File: config.mk
export PLATFORM = sky130hd
export DESIGN_NAME = gesture_proximity_test_regs
export DESIGN_NICKNAME = d
export VERILOG_FILES = /design/src/gesture_proximity_test_pkg.sv /design/src/gesture_proximity_test_regs.sv /design/src/edge_divider.sv
export SDC_FILE = /design/constraint.sdc
export NUM_CORES = 1
export LEC_CHECK = 0
export ABC_AREA = 1
export BUFFER_PORTS_ARGS = -buffer_cell sky130_fd_sc_hd__buf_2
export CORE_UTILIZATION = 50
export DETAILED_ROUTE_END_ITERATION = 12
export PLACE_DENSITY = 0.88
export SLEW_MARGIN = 20
export SYNTH_ARGS = -nofsm -noshare
export SYNTH_HDL_FRONTEND = slang
export SYNTH_SLANG_ARGS = --single-unit
File: constraint.sdc
create_clock -name clock -period 1.4 [get_ports clock]
set_clock_uncertainty 0.05 [all_clocks]
set_input_delay 0.28 -clock clock [delete_from_list [all_inputs] [get_ports clock]]
set_output_delay 0.28 -clock clock [all_outputs]
set_load 0.01 [all_outputs]
File: src/gesture_proximity_test_pkg.sv
// constants for the gesture, proximity and test register bank
package gesture_proximity_test_pkg;
   localparam int ADDR_W = 8;
   localparam int DATA_W = 16;
   localparam int THRESH_W = 22;
   localparam int UPPER_W = 6;
   localparam int LEN_W = 8;
   localparam int PD_COMPONENTS = 6;
   localparam int TEST_CODE_W = 4;

   // register byte offsets
   localparam logic [ADDR_W-1:0] ADDR_GEST_RATE   = 8'h28;
   localparam logic [ADDR_W-1:0] ADDR_ORIENT      = 8'h29;
   localparam logic [ADDR_W-1:0] ADDR_ENTER1_LOW  = 8'h2A;
   localparam logic [ADDR_W-1:0] ADDR_EXIT1_LOW   = 8'h2B;
   localparam logic [ADDR_W-1:0] ADDR_ENTER2_LOW  = 8'h2C;
   localparam logic [ADDR_W-1:0] ADDR_EXIT2_LOW   = 8'h2D;
   localparam logic [ADDR_W-1:0] ADDR_LEVEL1_UP   = 8'h2E;
   localparam logic [ADDR_W-1:0] ADDR_LEVEL2_UP   = 8'h2F;
   localparam logic [ADDR_W-1:0] ADDR_TEST_SEL    = 8'h30;
   localparam logic [ADDR_W-1:0] ADDR_PD_OVERRIDE = 8'h32;

   // writable bits per register; reserved bits are not stored and read zero
   localparam logic [DATA_W-1:0] MASK_FULL     = 16'hFFFF;
   localparam logic [DATA_W-1:0] MASK_ORIENT   = 16'hFF07;
   localparam logic [DATA_W-1:0] MASK_LEVEL1UP = 16'h3F3F;
   localparam logic [DATA_W-1:0] MASK_LEVEL2UP = 16'hBF3F;
   localparam logic [DATA_W-1:0] MASK_TEST     = 16'h002F;
   localparam logic [DATA_W-1:0] MASK_PD       = 16'h3F7F;

   // reset values
   localparam logic [DATA_W-1:0] RESET_ZERO = 16'h0000;
   localparam logic [DATA_W-1:0] RESET_PD   = 16'h0040;

   // field positions
   localparam int FLIP_X_BIT       = 0;
   localparam int FLIP_Y_BIT       = 1;
   localparam int SWAP_XY_BIT      = 2;
   localparam int MIN_LEN_LSB      = 8;
   localparam int UPPER_ENTER_LSB  = 0;
   localparam int UPPER_EXIT_LSB   = 8;
   localparam int TRIGGER_KIND_BIT = 15;
   localparam int TEST_CODE_LSB    = 0;
   localparam int TRIM_ENABLE_BIT  = 5;
   localparam int FORCE_LSB        = 0;
   localparam int AFE_FORCE_BIT    = 6;
   localparam int PD_VALUE_LSB     = 8;

   // interrupt pin source codes
   localparam logic [TEST_CODE_W-1:0] TEST_NORMAL   = 4'h0;
   localparam logic [TEST_CODE_W-1:0] TEST_SLOW     = 4'h1;
   localparam logic [TEST_CODE_W-1:0] TEST_FAST     = 4'h2;
   localparam logic [TEST_CODE_W-1:0] TEST_FAST_DIV = 4'h3;
   localparam logic [TEST_CODE_W-1:0] TEST_SLOW_DIV = 4'h4;

   // divider ratios as powers of two
   localparam int FAST_DIV_LOG2 = 16;
   localparam int SLOW_DIV_LOG2 = 11;
endpackage

File: src/gesture_proximity_test_regs.sv
// gesture, proximity and test-mode register bank with the logic those registers steer
`timescale 1ns/1ps
// Overview of operation
// - orientation bit 0 negates x result
// - orientation bit 1 negates y result
// - orientation bit 2 swaps x and y channels
// - gesture valid only when points reach minimum
// - thresholds are 22 bits, low plus upper
// - trigger kind 0: event on crossing only
// - trigger kind 1: event while beyond threshold
// - test code 0 or unlisted: normal interrupt
// - codes 1-4 route oscillators to interrupt pin
// - seven force bits, reset 0x40, component order
// - force bits 0-5 select register value
// - force bit 6 hands front end to its logic
// - value bit 1 means powered down
module gesture_proximity_test_regs
   import gesture_proximity_test_pkg::*;
#(
   parameter int FAST_LOG2 = FAST_DIV_LOG2,
   parameter int SLOW_LOG2 = SLOW_DIV_LOG2
) (
   input  wire logic                     clock,
   input  wire logic                     sys_rst,
   input  wire logic [ADDR_W-1:0]        reg_addr,
   input  wire logic [DATA_W-1:0]        reg_wdata,
   input  wire logic                     reg_write,
   input  wire logic                     reg_read,
   output logic      [DATA_W-1:0]        reg_rdata_q,
   output logic                          reg_rvalid_q,
   input  wire logic                     sample_valid,
   input  wire logic [DATA_W-1:0]        first_x_channel,
   input  wire logic [DATA_W-1:0]        first_y_channel,
   input  wire logic [DATA_W-1:0]        second_x_channel,
   input  wire logic [DATA_W-1:0]        second_y_channel,
   input  wire logic [DATA_W-1:0]        x_result,
   input  wire logic [DATA_W-1:0]        y_result,
   output logic                          sample_out_valid_q,
   output logic      [DATA_W-1:0]        first_x_out_q,
   output logic      [DATA_W-1:0]        first_y_out_q,
   output logic      [DATA_W-1:0]        second_x_out_q,
   output logic      [DATA_W-1:0]        second_y_out_q,
   output logic      [DATA_W-1:0]        x_result_out_q,
   output logic      [DATA_W-1:0]        y_result_out_q,
   output logic      [DATA_W-1:0]        gesture_rate_threshold_q,
   input  wire logic                     gesture_done,
   input  wire logic [LEN_W-1:0]         gesture_points,
   output logic                          gesture_valid_q,
   output logic                          gesture_reject_q,
   input  wire logic                     intensity_valid,
   input  wire logic [THRESH_W-1:0]      intensity,
   output logic      [1:0]               near_enter_event_q,
   output logic      [1:0]               near_exit_event_q,
   input  wire logic                     normal_int,
   input  wire logic                     slow_oscillator,
   input  wire logic                     fast_oscillator,
   output logic                          int_pin_q,
   output logic                          fast_osc_trim_enable_q,
   input  wire logic [PD_COMPONENTS-1:0] fsm_power_down,
   input  wire logic                     fsm_afe_power_down,
   input  wire logic                     afe_logic_power_down,
   output logic      [PD_COMPONENTS-1:0] power_down_q,
   output logic                          afe_power_down_q
);
   function automatic logic [THRESH_W-1:0] threshold_join(input logic [DATA_W-1:0] low,
                                                          input logic [DATA_W-1:0] upper,
                                                          input int lsb);
      threshold_join = {upper[lsb +: UPPER_W], low};
   endfunction

   function automatic logic [DATA_W-1:0] negate(input logic [DATA_W-1:0] value, input logic flip);
      negate = flip ? DATA_W'(-value) : value;
   endfunction

   logic [DATA_W-1:0] gest_rate_d, rdata_d;
   logic [DATA_W-1:0] orient_q, orient_d;
   logic [DATA_W-1:0] enter1_low_q, enter1_low_d;
   logic [DATA_W-1:0] exit1_low_q, exit1_low_d;
   logic [DATA_W-1:0] enter2_low_q, enter2_low_d;
   logic [DATA_W-1:0] exit2_low_q, exit2_low_d;
   logic [DATA_W-1:0] level1_up_q, level1_up_d;
   logic [DATA_W-1:0] level2_up_q, level2_up_d;
   logic [DATA_W-1:0] test_q, test_d;
   logic [DATA_W-1:0] pd_q, pd_d;
   // register file
   always_comb
   begin
      gest_rate_d = gesture_rate_threshold_q;
      orient_d = orient_q;
      enter1_low_d = enter1_low_q;
      exit1_low_d = exit1_low_q;
      enter2_low_d = enter2_low_q;
      exit2_low_d = exit2_low_q;
      level1_up_d = level1_up_q;
      level2_up_d = level2_up_q;
      test_d = test_q;
      pd_d = pd_q;
      if (reg_write)
      begin
         // reserved positions dropped, so a careless host cannot set them
         case (reg_addr)
            ADDR_GEST_RATE:   gest_rate_d = reg_wdata & MASK_FULL;
            ADDR_ORIENT:      orient_d = reg_wdata & MASK_ORIENT;
            ADDR_ENTER1_LOW:  enter1_low_d = reg_wdata;
            ADDR_EXIT1_LOW:   exit1_low_d = reg_wdata;
            ADDR_ENTER2_LOW:  enter2_low_d = reg_wdata;
            ADDR_EXIT2_LOW:   exit2_low_d = reg_wdata;
            ADDR_LEVEL1_UP:   level1_up_d = reg_wdata & MASK_LEVEL1UP;
            ADDR_LEVEL2_UP:   level2_up_d = reg_wdata & MASK_LEVEL2UP;
            ADDR_TEST_SEL:    test_d = reg_wdata & MASK_TEST;
            ADDR_PD_OVERRIDE: pd_d = reg_wdata & MASK_PD;
            default:          ;
         endcase
      end
      rdata_d = '0;
      if (reg_read)
      begin
         case (reg_addr)
            ADDR_GEST_RATE:   rdata_d = gesture_rate_threshold_q;
            ADDR_ORIENT:      rdata_d = orient_q;
            ADDR_ENTER1_LOW:  rdata_d = enter1_low_q;
            ADDR_EXIT1_LOW:   rdata_d = exit1_low_q;
            ADDR_ENTER2_LOW:  rdata_d = enter2_low_q;
            ADDR_EXIT2_LOW:   rdata_d = exit2_low_q;
            ADDR_LEVEL1_UP:   rdata_d = level1_up_q;
            ADDR_LEVEL2_UP:   rdata_d = level2_up_q;
            ADDR_TEST_SEL:    rdata_d = test_q;
            ADDR_PD_OVERRIDE: rdata_d = pd_q;
            default:          rdata_d = '0;
         endcase
      end
   end

   always_ff @(posedge clock)
   begin
      if (sys_rst)
      begin
         gesture_rate_threshold_q <= RESET_ZERO;
         orient_q <= RESET_ZERO;
         enter1_low_q <= RESET_ZERO;
         exit1_low_q <= RESET_ZERO;
         enter2_low_q <= RESET_ZERO;
         exit2_low_q <= RESET_ZERO;
         level1_up_q <= RESET_ZERO;
         level2_up_q <= RESET_ZERO;
         test_q <= RESET_ZERO;
         pd_q <= RESET_PD;
         reg_rdata_q <= '0;
         reg_rvalid_q <= 1'b0;
      end
      else
      begin
         gesture_rate_threshold_q <= gest_rate_d;
         orient_q <= orient_d;
         enter1_low_q <= enter1_low_d;
         exit1_low_q <= exit1_low_d;
         enter2_low_q <= enter2_low_d;
         exit2_low_q <= exit2_low_d;
         level1_up_q <= level1_up_d;
         level2_up_q <= level2_up_d;
         test_q <= test_d;
         pd_q <= pd_d;
         reg_rdata_q <= rdata_d;
         reg_rvalid_q <= reg_read;
      end
   end

   // thresholds and comparisons
   logic [THRESH_W-1:0] enter_th [2], exit_th [2];
   logic                level_mode;
   logic [1:0]          above_now, below_now, above_q, above_d, below_q, below_d, enter_event_d, exit_event_d;
   assign enter_th[0] = threshold_join(enter1_low_q, level1_up_q, UPPER_ENTER_LSB);
   assign exit_th[0] = threshold_join(exit1_low_q, level1_up_q, UPPER_EXIT_LSB);
   assign enter_th[1] = threshold_join(enter2_low_q, level2_up_q, UPPER_ENTER_LSB);
   assign exit_th[1] = threshold_join(exit2_low_q, level2_up_q, UPPER_EXIT_LSB);
   assign level_mode = level2_up_q[TRIGGER_KIND_BIT];

   always_comb
   begin
      above_d = above_q;
      below_d = below_q;
      enter_event_d = '0;
      exit_event_d = '0;
      for (int k = 0; k < 2; k++)
      begin
         above_now[k] = intensity > enter_th[k];
         below_now[k] = intensity < exit_th[k];
         if (intensity_valid)
         begin
            above_d[k] = above_now[k];
            below_d[k] = below_now[k];
            // crossing needs the previous sample on the other side
            enter_event_d[k] = above_now[k] && (level_mode || !above_q[k]);
            exit_event_d[k] = below_now[k] && (level_mode || !below_q[k]);
         end
      end
   end

   // sample orientation and gesture qualification
   logic              swap, gvalid_d, greject_d;
   logic [DATA_W-1:0] fx_d, fy_d, sx_d, sy_d, xr_d, yr_d;
   logic [LEN_W-1:0]  min_len;
   assign swap = orient_q[SWAP_XY_BIT];
   assign min_len = orient_q[MIN_LEN_LSB +: LEN_W];

   always_comb
   begin
      fx_d = first_x_out_q;
      fy_d = first_y_out_q;
      sx_d = second_x_out_q;
      sy_d = second_y_out_q;
      xr_d = x_result_out_q;
      yr_d = y_result_out_q;
      if (sample_valid)
      begin
         fx_d = swap ? first_y_channel : first_x_channel;
         fy_d = swap ? first_x_channel : first_y_channel;
         sx_d = swap ? second_y_channel : second_x_channel;
         sy_d = swap ? second_x_channel : second_y_channel;
         xr_d = negate(x_result, orient_q[FLIP_X_BIT]);
         yr_d = negate(y_result, orient_q[FLIP_Y_BIT]);
      end
      gvalid_d = gesture_done && (gesture_points >= min_len);
      greject_d = gesture_done && (gesture_points < min_len);
   end

   // interrupt pin source and power-down steering
   logic                     fast_div, slow_div, int_pin_d, afe_pd_d;
   logic [PD_COMPONENTS-1:0] pd_out_d;
   logic [TEST_CODE_W-1:0]   test_code;
   edge_divider #(.LOG2_RATIO(FAST_LOG2)) fast_divider (
      .clock     (clock),
      .sys_rst   (sys_rst),
      .source    (fast_oscillator),
      .divided_q (fast_div)
   );

   edge_divider #(.LOG2_RATIO(SLOW_LOG2)) slow_divider (
      .clock     (clock),
      .sys_rst   (sys_rst),
      .source    (slow_oscillator),
      .divided_q (slow_div)
   );

   assign test_code = test_q[TEST_CODE_LSB +: TEST_CODE_W];

   always_comb
   begin
      case (test_code)
         TEST_SLOW:     int_pin_d = slow_oscillator;
         TEST_FAST:     int_pin_d = fast_oscillator;
         TEST_FAST_DIV: int_pin_d = fast_div;
         TEST_SLOW_DIV: int_pin_d = slow_div;
         default:       int_pin_d = normal_int;
      endcase
      for (int c = 0; c < PD_COMPONENTS; c++)
         pd_out_d[c] = pd_q[FORCE_LSB + c] ? pd_q[PD_VALUE_LSB + c] : fsm_power_down[c];
      afe_pd_d = pd_q[AFE_FORCE_BIT] ? afe_logic_power_down : fsm_afe_power_down;
   end

   always_ff @(posedge clock)
   begin
      if (sys_rst)
      begin
         above_q <= '0;
         below_q <= '0;
         near_enter_event_q <= '0;
         near_exit_event_q <= '0;
         sample_out_valid_q <= 1'b0;
         first_x_out_q <= '0;
         first_y_out_q <= '0;
         second_x_out_q <= '0;
         second_y_out_q <= '0;
         x_result_out_q <= '0;
         y_result_out_q <= '0;
         gesture_valid_q <= 1'b0;
         gesture_reject_q <= 1'b0;
         int_pin_q <= 1'b0;
         fast_osc_trim_enable_q <= 1'b0;
         power_down_q <= '0;
         afe_power_down_q <= 1'b0;
      end
      else
      begin
         above_q <= above_d;
         below_q <= below_d;
         near_enter_event_q <= enter_event_d;
         near_exit_event_q <= exit_event_d;
         sample_out_valid_q <= sample_valid;
         first_x_out_q <= fx_d;
         first_y_out_q <= fy_d;
         second_x_out_q <= sx_d;
         second_y_out_q <= sy_d;
         x_result_out_q <= xr_d;
         y_result_out_q <= yr_d;
         gesture_valid_q <= gvalid_d;
         gesture_reject_q <= greject_d;
         int_pin_q <= int_pin_d;
         fast_osc_trim_enable_q <= test_q[TRIM_ENABLE_BIT];
         power_down_q <= pd_out_d;
         afe_power_down_q <= afe_pd_d;
      end
   end

   flip_x_a: assert property (@(posedge clock) disable iff (sys_rst)
      sample_valid && orient_q[FLIP_X_BIT] |=> x_result_out_q == DATA_W'(-$past(x_result)))
      else $error("x result not negated");
   flip_y_a: assert property (@(posedge clock) disable iff (sys_rst)
      sample_valid && !orient_q[FLIP_Y_BIT] |=> y_result_out_q == $past(y_result))
      else $error("y result altered without flip");
   swap_xy_a: assert property (@(posedge clock) disable iff (sys_rst)
      sample_valid && swap |=> first_x_out_q == $past(first_y_channel) && second_y_out_q == $past(second_x_channel))
      else $error("channels not swapped");
   gesture_len_a: assert property (@(posedge clock) disable iff (sys_rst)
      gesture_done |=> gesture_valid_q == ($past(gesture_points) >= $past(min_len))
         && gesture_valid_q != gesture_reject_q)
      else $error("gesture length check wrong");
   cross_once_a: assert property (@(posedge clock) disable iff (sys_rst)
      intensity_valid && !level_mode && above_q[0] |=> !near_enter_event_q[0])
      else $error("crossing mode repeated event");
   level_repeat_a: assert property (@(posedge clock) disable iff (sys_rst)
      intensity_valid && level_mode && intensity < exit_th[1] |=> near_exit_event_q[1])
      else $error("level mode missed event");
   normal_pin_a: assert property (@(posedge clock) disable iff (sys_rst)
      (test_code == TEST_NORMAL || test_code > TEST_SLOW_DIV) |=> int_pin_q == $past(normal_int))
      else $error("interrupt pin not normal");
   slow_pin_a: assert property (@(posedge clock) disable iff (sys_rst)
      test_code == TEST_SLOW |=> int_pin_q == $past(slow_oscillator))
      else $error("slow oscillator not on pin");
   force_bias_a: assert property (@(posedge clock) disable iff (sys_rst)
      pd_q[FORCE_LSB] |=> power_down_q[0] == $past(pd_q[PD_VALUE_LSB]))
      else $error("forced bias value ignored");
   afe_source_a: assert property (@(posedge clock) disable iff (sys_rst)
      pd_q[AFE_FORCE_BIT] ##1 pd_q[AFE_FORCE_BIT] |-> afe_power_down_q == $past(afe_logic_power_down))
      else $error("front end not on its own logic");
endmodule

File: src/edge_divider.sv
// divides a synchronous square wave by a power of two, counting its rising edges
`timescale 1ns/1ps
module edge_divider #(
   parameter int LOG2_RATIO = 16
) (
   input  wire logic clock,
   input  wire logic sys_rst,
   input  wire logic source,
   output logic      divided_q
);
   logic                  source_prev_q;
   logic                  source_prev_d;
   logic [LOG2_RATIO-2:0] count_q;
   logic [LOG2_RATIO-2:0] count_d;
   logic                  divided_d;

   always_comb
   begin
      source_prev_d = source;
      count_d = count_q;
      divided_d = divided_q;
      if (source && !source_prev_q)
      begin
         count_d = count_q + 1'b1;
         // half a divided period has elapsed
         if (&count_q)
            divided_d = !divided_q;
      end
   end

   always_ff @(posedge clock)
   begin
      if (sys_rst)
      begin
         source_prev_q <= 1'b0;
         count_q <= '0;
         divided_q <= 1'b0;
      end
      else
      begin
         source_prev_q <= source_prev_d;
         count_q <= count_d;
         divided_q <= divided_d;
      end
   end
endmodule

# --- Word level (Yosys, flattened, before mapping) ---
# Cells that the tools add are included.
op_classes:
  add_sub_neg: 4
  order_cmp: 6
  eq_ne: 14
  muxes: 15
  n_bitwise: 2
  n_reduce_logical: 34
op_table:
  columns: ["op", "count"]
  rows:
  - ["$pmux W16 S10", 1]
  - ["$mux W16", 6]
  - ["$eq A8 B6 Y1 const B", 10]
  - ["$gt A22 B22 Y1", 2]
  - ["$lt A22 B22 Y1", 2]
  - ["$neg A16 Y16", 2]
  - ["$reduce_and A2 Y1", 10]
  - ["$reduce_and A16 Y1", 1]
  - ["$add A15 B1 Y15 const B", 1]
  - ["$reduce_and A11 Y1", 1]
  - ["$add A10 B1 Y10 const B", 1]
  - ["$eq A4 B2 Y1 const B", 2]
  - ["$ge A8 B8 Y1", 1]
  - ["$logic_and A1 B1 Y1", 8]
  - ["$logic_not A1 Y1", 8]
  - ["$lt A8 B8 Y1", 1]
  - ["$mux W1", 7]
  - ["$eq A4 B1 Y1 const B", 1]
  - ["$eq A4 B3 Y1 const B", 1]
  - ["$logic_or A1 B1 Y1", 4]
  - ["$pmux W1 S4", 1]
  - ["$reduce_or A2 Y1", 2]
  - ["$not A1 Y1", 2]
totals:
  regBits: 296
  inputBits: 168
  output_inout_bits: 145

# --- Depth between registers and ports, before layout ---
# Gate-level depths: netlist of run 1.
depth:
  ltp_word: 3
  depth_mapped: 12

# --- Modules after synthesis ---
# A second synthesis of run 1 with hierarchy kept.
hier_totals:
  hier_cells: 2211
  area_unflattened_um2: 15392.3
by_module_without_submodules:
  columns: ["mod", "instances", "cells_per_inst", "area_per_inst_um2"]
  rows:
  - ["gesture_proximity_test_regs", 1, 1997, 13928.4]
  - ["edge_divider (fast_divider)", 1, 130, 880.8]
  - ["edge_divider (slow_divider)", 1, 84, 583.1]

# --- Least setup slack after synthesis of run 1 ---
# No wires, ideal clock.
synth_timing:
  path_type: "input to register"
  startpoint: "input x_result[0]"
  endpoint: "register x_result_out_q[8]"
  setup_ps: 115
  arrival_ps: 1308
  setup_slack_ps: -74
  stages: 9
  path_buffers: 0
  cell_sequence: "inv_1 -> ha_1 -> nand2_1 -> o21ai_0 -> nand2_1 -> nand2_1 -> nand2_1 -> o21ai_0 -> inv_1"
synth_between:
  elab_chain_len: 2
synth_rtl:
  columns: ["item", "line_no", "text"]
  rows:
  - ["from (decl)", "gesture_proximity_test_regs.sv:36", "input wire logic [DATA_W-1:0] x_result,"]
  - ["$neg A16 Y16", "gesture_proximity_test_regs.sv:72", "negate = flip ? DATA_W'(-value) : value;"]
  - ["$mux W16", "gesture_proximity_test_regs.sv:72", null]
  - ["to (signal assigned)", "gesture_proximity_test_regs.sv:294", "x_result_out_q <= xr_d;"]
  - ["to (decl)", "gesture_proximity_test_regs.sv:43", "output logic [DATA_W-1:0] x_result_out_q,"]
# No other way between the ends.
# A chain may end at the register's enable or synchronous reset.

# --- Worst setup path in the final report of run 1 ---
layout_timing:
  startpoint: "register enter1_low_q[6]"
  endpoint: "register near_enter_event_q[0]"
layout_between:
  elab_chain_len: 2
layout_rtl:
  columns: ["item", "line_no", "text"]
  rows:
  - ["from (decl)", "gesture_proximity_test_regs.sv:77", "logic [DATA_W-1:0] enter1_low_q, enter1_low_d;"]
  - ["from (signal assigned)", "gesture_proximity_test_regs.sv:155", "enter1_low_q <= enter1_low_d;"]
  - ["$gt A22 B22 Y1", "gesture_proximity_test_regs.sv:186", "above_now[k] = intensity > enter_th[k];"]
  - ["$logic_and A1 B1 Y1", "gesture_proximity_test_regs.sv:193", "enter_event_d[k] = above_now[k] && (level_mode || !above_q[k]);"]
  - ["to (signal assigned)", "gesture_proximity_test_regs.sv:287", "near_enter_event_q <= enter_event_d;"]
  - ["to (decl)", "gesture_proximity_test_regs.sv:52", "output logic [1:0] near_enter_event_q,"]
# No other way between the ends.

==> run summary, run 1 <==
Tmin final - 1.734 ns
max_cap viols - 0
yosys warns - 0
Layout Nets - 3038
CTS tree - built
drt drc - 0
Seq/Total Area, Yosys - 0.3860
drt initial violations - 2275
Static Leakage - 10.18 nW
Detailed Routing Iterations Pass 1 - 8
syn_area_per_cell - 7.019 um^2
clk buf depth - 3
gr usage total - 0.3894
Max Slew Vio Count - 0
failing checks - setup timing
status - finished with violations
Rows - 63
WP data arrival - 2.09 ns
setup total negative slack - -1.648 ns
Slew headroom - 0.7180
worst slew pin tran - 0.4215 ns
Period Utilization, post-route - 1.239
CTS sink count - 296
clk_lat worst skew - 0.53 ns
DIE AREA - 31410 um^2
maximum fanout along the worst path - 2
crit path kind - reg2reg
worst setup margin - -0.3339 ns
largest net degree at the start of global routing - 84
core area - 29950 um^2
via/cell ratio - 5.942
Post-synth EDFFs - 0
vias in the first global route - 18500
cells after synthesis - 2187
area grow syn2layout - 46.84%
WL/cell - 20.62 um
setup violators final - 13
Synth area leader - dfxtp_1
most common cell in the netlist - nand2_1
combinational cell fraction of total power - 0.144
worst ir drop on vdd - 0.0008966 V
Worst Setup End Kind - register
die height - 177.2 um
RD Place Congestion - 0.9778
gr ovfl total - 0
Inserted Clock Buffers - 34
RSZ-0062 raised after global routing - yes
Total Wirelength - 66000 um
# H-tree levels - 2
DR vias - 19010
area of the multi-input gates - 9208 um^2
Final Hold Viols - 0
root buffer cell - clkbuf_16
worst hold slack - 0.02332 ns
Cell variety after synth - 40
synthesis-stage register bit count - 296
Cell Pwr Density - 941.4 nW/um^2
most area-consuming cells after synthesis - dfxtp_1 39%, a21oi_1 11%, nand2_1 8.6%, o21ai_0 8.3%, ha_1 8.0%
Post-synth ARST share - 0
# IOs - 313
Main synth FF type - dfxtp_1
Die X - 177.2 um
global-route wire length before repair - 95250 um
Net Sw Power - 5.775 mW
port bufs - 312
crit path launch type - register
HPWL Detailed - 41550 um
initial antenna violation count - 14
DRT antenna net count - 0
share of cells above drive strength 1 - 0.3550
initial cell density of the core - 0.5125
Mapped Area - 15350 um^2
Int Power - 15.44 mW
clock transition at the registers of the reported paths - 0.06 ns
fmax - 576.7 MHz
Clock power frac - 0.439
Reg power frac - 0.417
syn_nets - 2453
Hold Crit Class - in2reg
WP data required - 1.76 ns
sw frac - 0.2722
top-area cell type share of the netlist area - 0.3860
Fillers - 1981
Commonest cells post-synth - 353 x nand2_1, 336 x a21oi_1, 296 x dfxtp_1
Seq. cell area - 6026 um^2
## power groups by stage
stage | Clock (mW) | Sequential [mW] | Combinational, mW
after floorplan | 0 | 9.08 | 1.03
after CTS | 9.28 | 8.82 | 2.69
after global placement | 0 | 8.98 | 2.24
final | 9.31 | 8.85 | 3.06
after global routing | 9.65 | 8.86 | 3.24
after detailed placement | 0 | 8.99 | 2.32
## critical path, cell delays in order, from the launching register on
cell	delay (ns)
dfxtp_1	0.34
inv_1	0.10
ha_1	0.21
nand2_1	0.07
nand2_1	0.05
nand2_1	0.09
nand2_1	0.10
nand2_1	0.12
nand2_1	0.15
nand2_1	0.14
nand3_2	0.08
nand2_2	0.08
nor2_1	0.04
## worst paths after layout
| check | startpoint | to | slack (ns) | cells after the start |
|---|---|---|---|---|
| setup / recovery | enter1_low_q[6]$_SDFFE_PP0P_ | near_enter_event_q[0]$_SDFF_PP0_ | -0.33 | 12 |
| hold reg to reg | test_q[5]$_SDFFE_PP0P_ | fast_osc_trim_enable_q$_SDFF_PP0_ | 0.40 | 2 |
| hold / removal | y_result[6] | y_result_out_q[6]$_SDFFE_PP0P_ | 0.02 | 3 |
| setup reg to reg | enter1_low_q[6]$_SDFFE_PP0P_ | near_enter_event_q[0]$_SDFF_PP0_ | -0.33 | 12 |
## cells in the final DEF, fill, tap and decap left out, types with 13 or more instances in the layout
cell type,instances
a21oi_1,326
nand2_1,312
inv_1,186
buf_12,21
buf_4,251
nor2_2,20
dlygate4sd3_1,73
diode_2,13
nand2_2,41
inv_2,68
dfxtp_1,218
nor2_1,174
nand3_1,131
o21ai_1,52
o21ai_0,238
ha_4,64
clkbuf_16,35
dfxtp_2,77
nor2_4,22
buf_2,305
ha_1,33
nand2_4,14
## stage by stage
stage / std cells / worst slack [ns] / power [mW] / utilization / area (um^2)
3_3_place_gp: 3030 / -0.4521 / 11.22 / 0.6337 / 18980
4_1_cts: 3178 / -0.08236 / 20.78 / 0.7330 / 21960
5_1_grt: 3199 / -0.3235 / 21.75 / 0.7525 / 22540
2_1_floorplan: 2187 / 0.007404 / 10.11 / - / 15350
6_report: 3200 / -0.3339 / 21.22 / 0.7525 / 22540
3_5_place_dp: 3030 / -0.5181 / 11.31 / 0.6337 / 18980
## metal layers
metal | GRT usage | share of wire
met5 | 0 | 0
met3 | 0.07710 | 0.11
met2 | 0.6642 | 0.46
met4 | 0.3305 | 0.094
met1 | 0.4124 | 0.33
## final cells by class
type / instances / area share
Inverter: 263 / 0.04479
Sequential cell: 296 / 0.2673
Tap cell: 390 / 0.02165
Clock buffer: 47 / 0.04352
Multi-Input combinational cell: 1522 / 0.4085
Timing Repair Buffer: 655 / 0.2050
Clock inverter: 14 / 0.007826
Antenna cell: 13 / 0.001443
## what timing repair did
action                                  in CTS  in global routing
endpoints found under the setup margin      24                 45
setup buffers                               12                 12
pin swaps                                   85                 75
resized for setup                          241                140
hold buffers                                75                  0
hold endpoints to repair                    73                  0
## logic make-up after synthesis
family                     after synthesis  share of synthesized area
and+or+nand+nor                        756                     0.2101
DFF                                    296                     0.3860
xor gates and xnor gates                15                   0.008558
buffers and inverters                  369                    0.09903
adders and majority gates               98                    0.07988
AOI/OAI and AO/OA                      653                     0.2164
Note: power is estimated with default switching activity, not from simulation.
==> inputs of run 2 (changes only) <==
--- a/config.mk
+++ b/config.mk
@@ -5,8 +5,8 @@
 export SDC_FILE = /design/constraint.sdc
 export NUM_CORES = 1
 export LEC_CHECK = 0
-export ABC_AREA = 1
 export BUFFER_PORTS_ARGS = -buffer_cell sky130_fd_sc_hd__buf_2
+export CAP_MARGIN = 10
 export CORE_UTILIZATION = 50
 export DETAILED_ROUTE_END_ITERATION = 12
 export PLACE_DENSITY = 0.88
==> run 2 against run 1 <==
The flow now stops in global routing (5_1_grt). Synthesized cell count decreased by 18%. Synthesized area decreased by 2.8%.
==> run summary, run 2 <==
Area after DPL - 19450 um^2 (+2.5%)
CTS sink count - 296 (unchanged)
Post-synth EDFFs - 0 (unchanged)
most common cell in the netlist - dfxtp_1
yosys warns - 0 (unchanged)
Cell variety after synth - 64 (+60%)
Main synth FF type - dfxtp_1
syn_area_per_cell - 8.316 um^2 (+18%)
Synth area leader - dfxtp_1
Mapped Area - 14930 um^2 (-2.8%)
clk buf depth - 3 (unchanged)
RD Place Congestion - 1.028 (+5.1%)
initial cell density of the core - 0.5145 (+0.002001)
syn_nets - 2061 (-16%)
die height - 174.8 um (-1.4%)
root buffer cell - clkbuf_16
Rows - 62 (-1.6%)
Die X - 174.8 um (-1.4%)
top-area cell type share of the netlist area - 0.3970 (+0.01097)
Place WS - -0.7380 ns (-0.2199 ns)
synthesis-stage register bit count - 296 (unchanged)
worst_ep kind - register data pin
Seq/Total Area, Yosys - 0.3970 (+0.01097)
# IOs - 313 (unchanged)
Post-synth ARST share - 0 (unchanged)
port bufs - 312 (unchanged)
status - did not finish
largest net degree at the start of global routing - 101
grt repair worst endpoint - below_q[0]$_SDFFE_PP0P_/D
cells after synthesis - 1795 (-18%)
Err - [ERROR GRT-0232] Routing congestion too high. Check the congestion heatmap in the GUI.
gr usage total - 0.7825
HPWL Detailed - 43290 um (+4.2%)
step where the flow halted - global routing (5_1_grt)
most area-consuming cells after synthesis - dfxtp_1 40%, ha_1 8.2%, mux2i_1 6.6%, nand2_1 6.2%, a21oi_1 5.6%
initial antenna violation count - 24
# H-tree levels - 1 (-1)
Inserted Clock Buffers - 31 (-8.8%)
Commonest cells post-synth - 296 x dfxtp_1, 248 x nand2_1, 167 x nor2_1
gr ovfl total - 22
run 2: routing by layer:
metal / overflow / GRT usage
met2: 8 / 0.9006
met4: 13 / 0.7743
met1: 0 / 0.7722
met3: 1 / 0.6936
met5: 0 / 0.4503
run 2: cells by family after synthesis:
kind of cell | share of synthesized area
muxes | 0.07695
xor gates and xnor gates | 0.02816
DFF | 0.3970
and+or+nand+nor | 0.1847
adders and majority gates | 0.08215
AOI/OAI and AO/OA | 0.1707
buffers and inverters | 0.06035
run 2: what timing repair did:
action	4_1_cts
gates cloned	3
endpoints found under the hold margin	75
setup buffers	25
gates resized for setup	383
endpoints found under the setup margin	166
hold buffers	67
pin swaps	97
run 2: stage by stage:
stage	setup TNS, ns	cells	util
after detailed placement	-100.02	2667	0.6703
after global placement	-93.71	2667	0.6703
after CTS	-4.648	2815	0.7818
after floorplan	-63.19	1795	-
==> inputs of run 3 (changes only) <==
--- a/config.mk
+++ b/config.mk
@@ -7,9 +7,9 @@
 export LEC_CHECK = 0
 export BUFFER_PORTS_ARGS = -buffer_cell sky130_fd_sc_hd__buf_2
 export CAP_MARGIN = 10
-export CORE_UTILIZATION = 50
+export CORE_UTILIZATION = 40
 export DETAILED_ROUTE_END_ITERATION = 12
-export PLACE_DENSITY = 0.88
+export PLACE_DENSITY_LB_ADDON = 0.15
 export SLEW_MARGIN = 20
 export SYNTH_ARGS = -nofsm -noshare
 export SYNTH_HDL_FRONTEND = slang
==> constraint.sdc (replaced) <==
create_clock -name clock -period 1.8 [get_ports clock]
set_clock_uncertainty 0.05 [all_clocks]
set_input_delay 0.36 -clock clock [delete_from_list [all_inputs] [get_ports clock]]
set_output_delay 0.36 -clock clock [all_outputs]
set_load 0.01 [all_outputs]
==> run 3 against run 2 <==
Synthesized area did not move. Synthesized cell count stayed put. The flow now finishes, with violations (setup timing).
==> run summary, run 3 <==
status - finished with violations
failing checks - setup timing
yosys warns - 0 (unchanged)
Worst Setup End Kind - register
Main synth FF type - dfxtp_1
fmax - 532.0 MHz
top-area cell type share of the netlist area - 0.3970 (unchanged)
reg2reg start - exit1_low_q[15]$_SDFFE_PP0P_
n_diodes - 0
hold endpoint - power_down_q[4]$_SDFF_PP0_
DR vias - 15140
Rows - 70 (+13%)
HP Start - fsm_power_down[4]
via/cell ratio - 5.478
CP peak stage delay - 0.39 ns
clk_lat worst skew - 0.54 ns
area grow syn2layout - 37.33%
WL/cell - 20.37 um
DRT antenna net count - 0
RSZ-0062 raised after global routing - yes
Seq. cell area - 6013 um^2
worst hold slack - 0.03083 ns
syn_nets - 2061 (unchanged)
Slew headroom - 0.5137
setup total negative slack - -0.1762 ns
max_cap viols - 0
WP data arrival - 2.24 ns
cells after synthesis - 1795 (unchanged)
gr usage total - 0.2882
port bufs - 312 (unchanged)
PnR Total Power - 15.36 mW
CTS sink count - 296 (unchanged)
Fillers - 3394
syn_area_per_cell - 8.316 um^2 (unchanged)
root buffer cell - clkbuf_16
Period Utilization, post-route - 1.044
commonest non-fill, non-tap cell in the layout - buf_2
worst hold stages - 3
crit path kind - reg2reg
R2R setup slack - -0.08 ns
WP data required - 2.16 ns
die height - 195.2 um (+12%)
drt initial violations - 1083
critical path buffer and inverter count - 2
initial cell density of the core - 0.4068 (-0.1077)
worst ir drop on vdd - 0.0006021 V
critical path cell sequence - inv_4, ha_4, buf_6, nand4_1, nor4_2, nand2_1, a21oi_2, o21ai_1
Detailed Routing Iterations Pass 1 - 6
Post-synth EDFFs - 0 (unchanged)
most area-consuming cells after synthesis - dfxtp_1 40%, ha_1 8.2%, mux2i_1 6.6%, nand2_1 6.2%, a21oi_1 5.6%
crit path launch type - register
Cell Pwr Density - 749.1 nW/um^2
CP max-delay cell - dfxtp_4
# H-tree levels - 2 (+1)
Max Slew Vio Count - 0
Reg2Reg Capture Point - below_q[0]$_SDFFE_PP0P_
Commonest cells post-synth - 296 x dfxtp_1, 248 x nand2_1, 167 x nor2_1
drt drc - 0
synthesis-stage register bit count - 296 (unchanged)
Post-synth ARST share - 0 (unchanged)
CTS tree - built
# IOs - 313 (unchanged)
Reg2Reg Depth - 8
largest net degree at the start of global routing - 149
Hold Crit Class - in2reg
Die X - 195.2 um (+12%)
Synth area leader - dfxtp_1
HPWL Detailed - 42280 um (-2.3%)
core area - 36700 um^2
Inserted Clock Buffers - 34 (+9.7%)
share of cells above drive strength 1 - 0.3349
gr ovfl total - 0
clk buf depth - 3 (unchanged)
Cell variety after synth - 64 (unchanged)
Static Leakage - 8.080 nW
Total Wirelength - 56310 um
Mapped Area - 14930 um^2 (unchanged)
Seq/Total Area, Yosys - 0.3970 (unchanged)
RD Place Congestion - 0.9356 (-8.9%)
setup violators final - 4
DIE AREA - 38090 um^2
Layout Nets - 2539
maximum fanout along the worst path - 2
clock transition at the registers of the reported paths - 0.06 ns
vias in the first global route - 14450
initial antenna violation count - 1
worst setup margin - -0.07977 ns
Tmin final - 1.880 ns
commonest non-fill, non-tap cells in the layout - 310 x buf_2, 250 x dfxtp_1, 243 x nand2_1
most common cell in the netlist - dfxtp_1
worst slew pin tran - 0.7295 ns
delay-heaviest family, CP - simple AND/OR/NAND/NOR gates
global-route wire length before repair - 84840 um
area of the multi-input gates - 8763 um^2
Final Hold Viols - 0
[run 3: worst max path at each step]
stage                                  from                         endpoint  slack, ns  cells after the start
3_5_place_dp                    reg_addr[4]     enter1_low_q[2]$_SDFFE_PP0P_      -0.53                      7
4_1_cts           orient_q[10]$_SDFFE_PP0P_       gesture_valid_q$_SDFF_PP0_      -0.04                      7
6_report       exit1_low_q[15]$_SDFFE_PP0P_          below_q[0]$_SDFFE_PP0P_      -0.08                      8
2_1_floorplan                   reg_addr[4]     enter1_low_q[6]$_SDFFE_PP0P_      -0.36                      8
3_3_place_gp                   intensity[9]  near_exit_event_q[1]$_SDFF_PP0_      -0.48                      7
5_1_grt        exit1_low_q[15]$_SDFFE_PP0P_          below_q[0]$_SDFFE_PP0P_      -0.18                      8
[run 3: metal layers]
layer | GRT usage | vias to the layer above | wire length (um)
met3 | 0.04991 | 134 | 4069
met1 | 0.3768 | 7115 | 23960
met4 | 0.1429 | 2 | 2792
met2 | 0.4582 | 615 | 25470
met5 | 0 | - | 19
li1 | - | 7274 | -
[run 3: logic make-up (layout without fill, tap and decap cells)]
| family | Yosys count | after routing | share of synthesized area |
|---|---|---|---|
| flip-flops | 296 | 296 | 0.3970 |
| multiplexers | 109 | 109 | 0.07695 |
| AO/OA/AOI/OAI | 401 | 401 | 0.1707 |
| XOR/XNOR | 48 | 48 | 0.02816 |
| adder cells (fa/ha/maj) | 98 | 98 | 0.08215 |
| AND/OR/NAND/NOR | 612 | 612 | 0.1847 |
| buffers and inverters | 231 | 732 | 0.06035 |
[run 3: cell type report]
type                       instances  area share
clock buffer                      50     0.04742
clock inverter                     9    0.004517
inverter                         111     0.02069
multi-input combinational       1268      0.4275
sequential                       296      0.2933
tap                              468     0.02856
timing repair buffer             562      0.1780
[run 3: power breakdown]
| group | switching, mW | total [mW] | internal (mW) | leakage [nW] |
|---|---|---|---|---|
| Clock | 2.79 | 6.69 | 3.90 | 0.524 |
| Sequential | 0.0923 | 6.82 | 6.72 | 2.44 |
| Combinational | 1.07 | 1.85 | 0.785 | 5.11 |
[run 3: what timing repair did]
action	in CTS	in global routing
hold endpoints to repair	2	0
pin swaps	28	31
buffers inserted	7	4
hold buffers	3	0
gates cloned	0	0
gates resized for setup	101	65
endpoints found under the setup margin	10	57
[run 3: worst register-to-register path: cells and delay by family (launching register included)]
family	cells	cell delay, ns
and+or+nand+nor	3	0.66
adders and majority gates	1	0.26
buffers and inverters	2	0.12
AOI/OAI and AO/OA	2	0.28
DFF	1	0.39
[run 3: metrics by stage]
step	util	std cells	setup WS, ns	instance area (um^2)
floorplan	-	1795	-0.3565	15020
finish	0.5586	2764	-0.07977	20500
global placement	0.5077	2691	-0.4846	18630
global route	0.5586	2764	-0.1769	20500
detailed placement	0.5077	2691	-0.5334	18630
CTS	0.5495	2760	-0.04005	20160
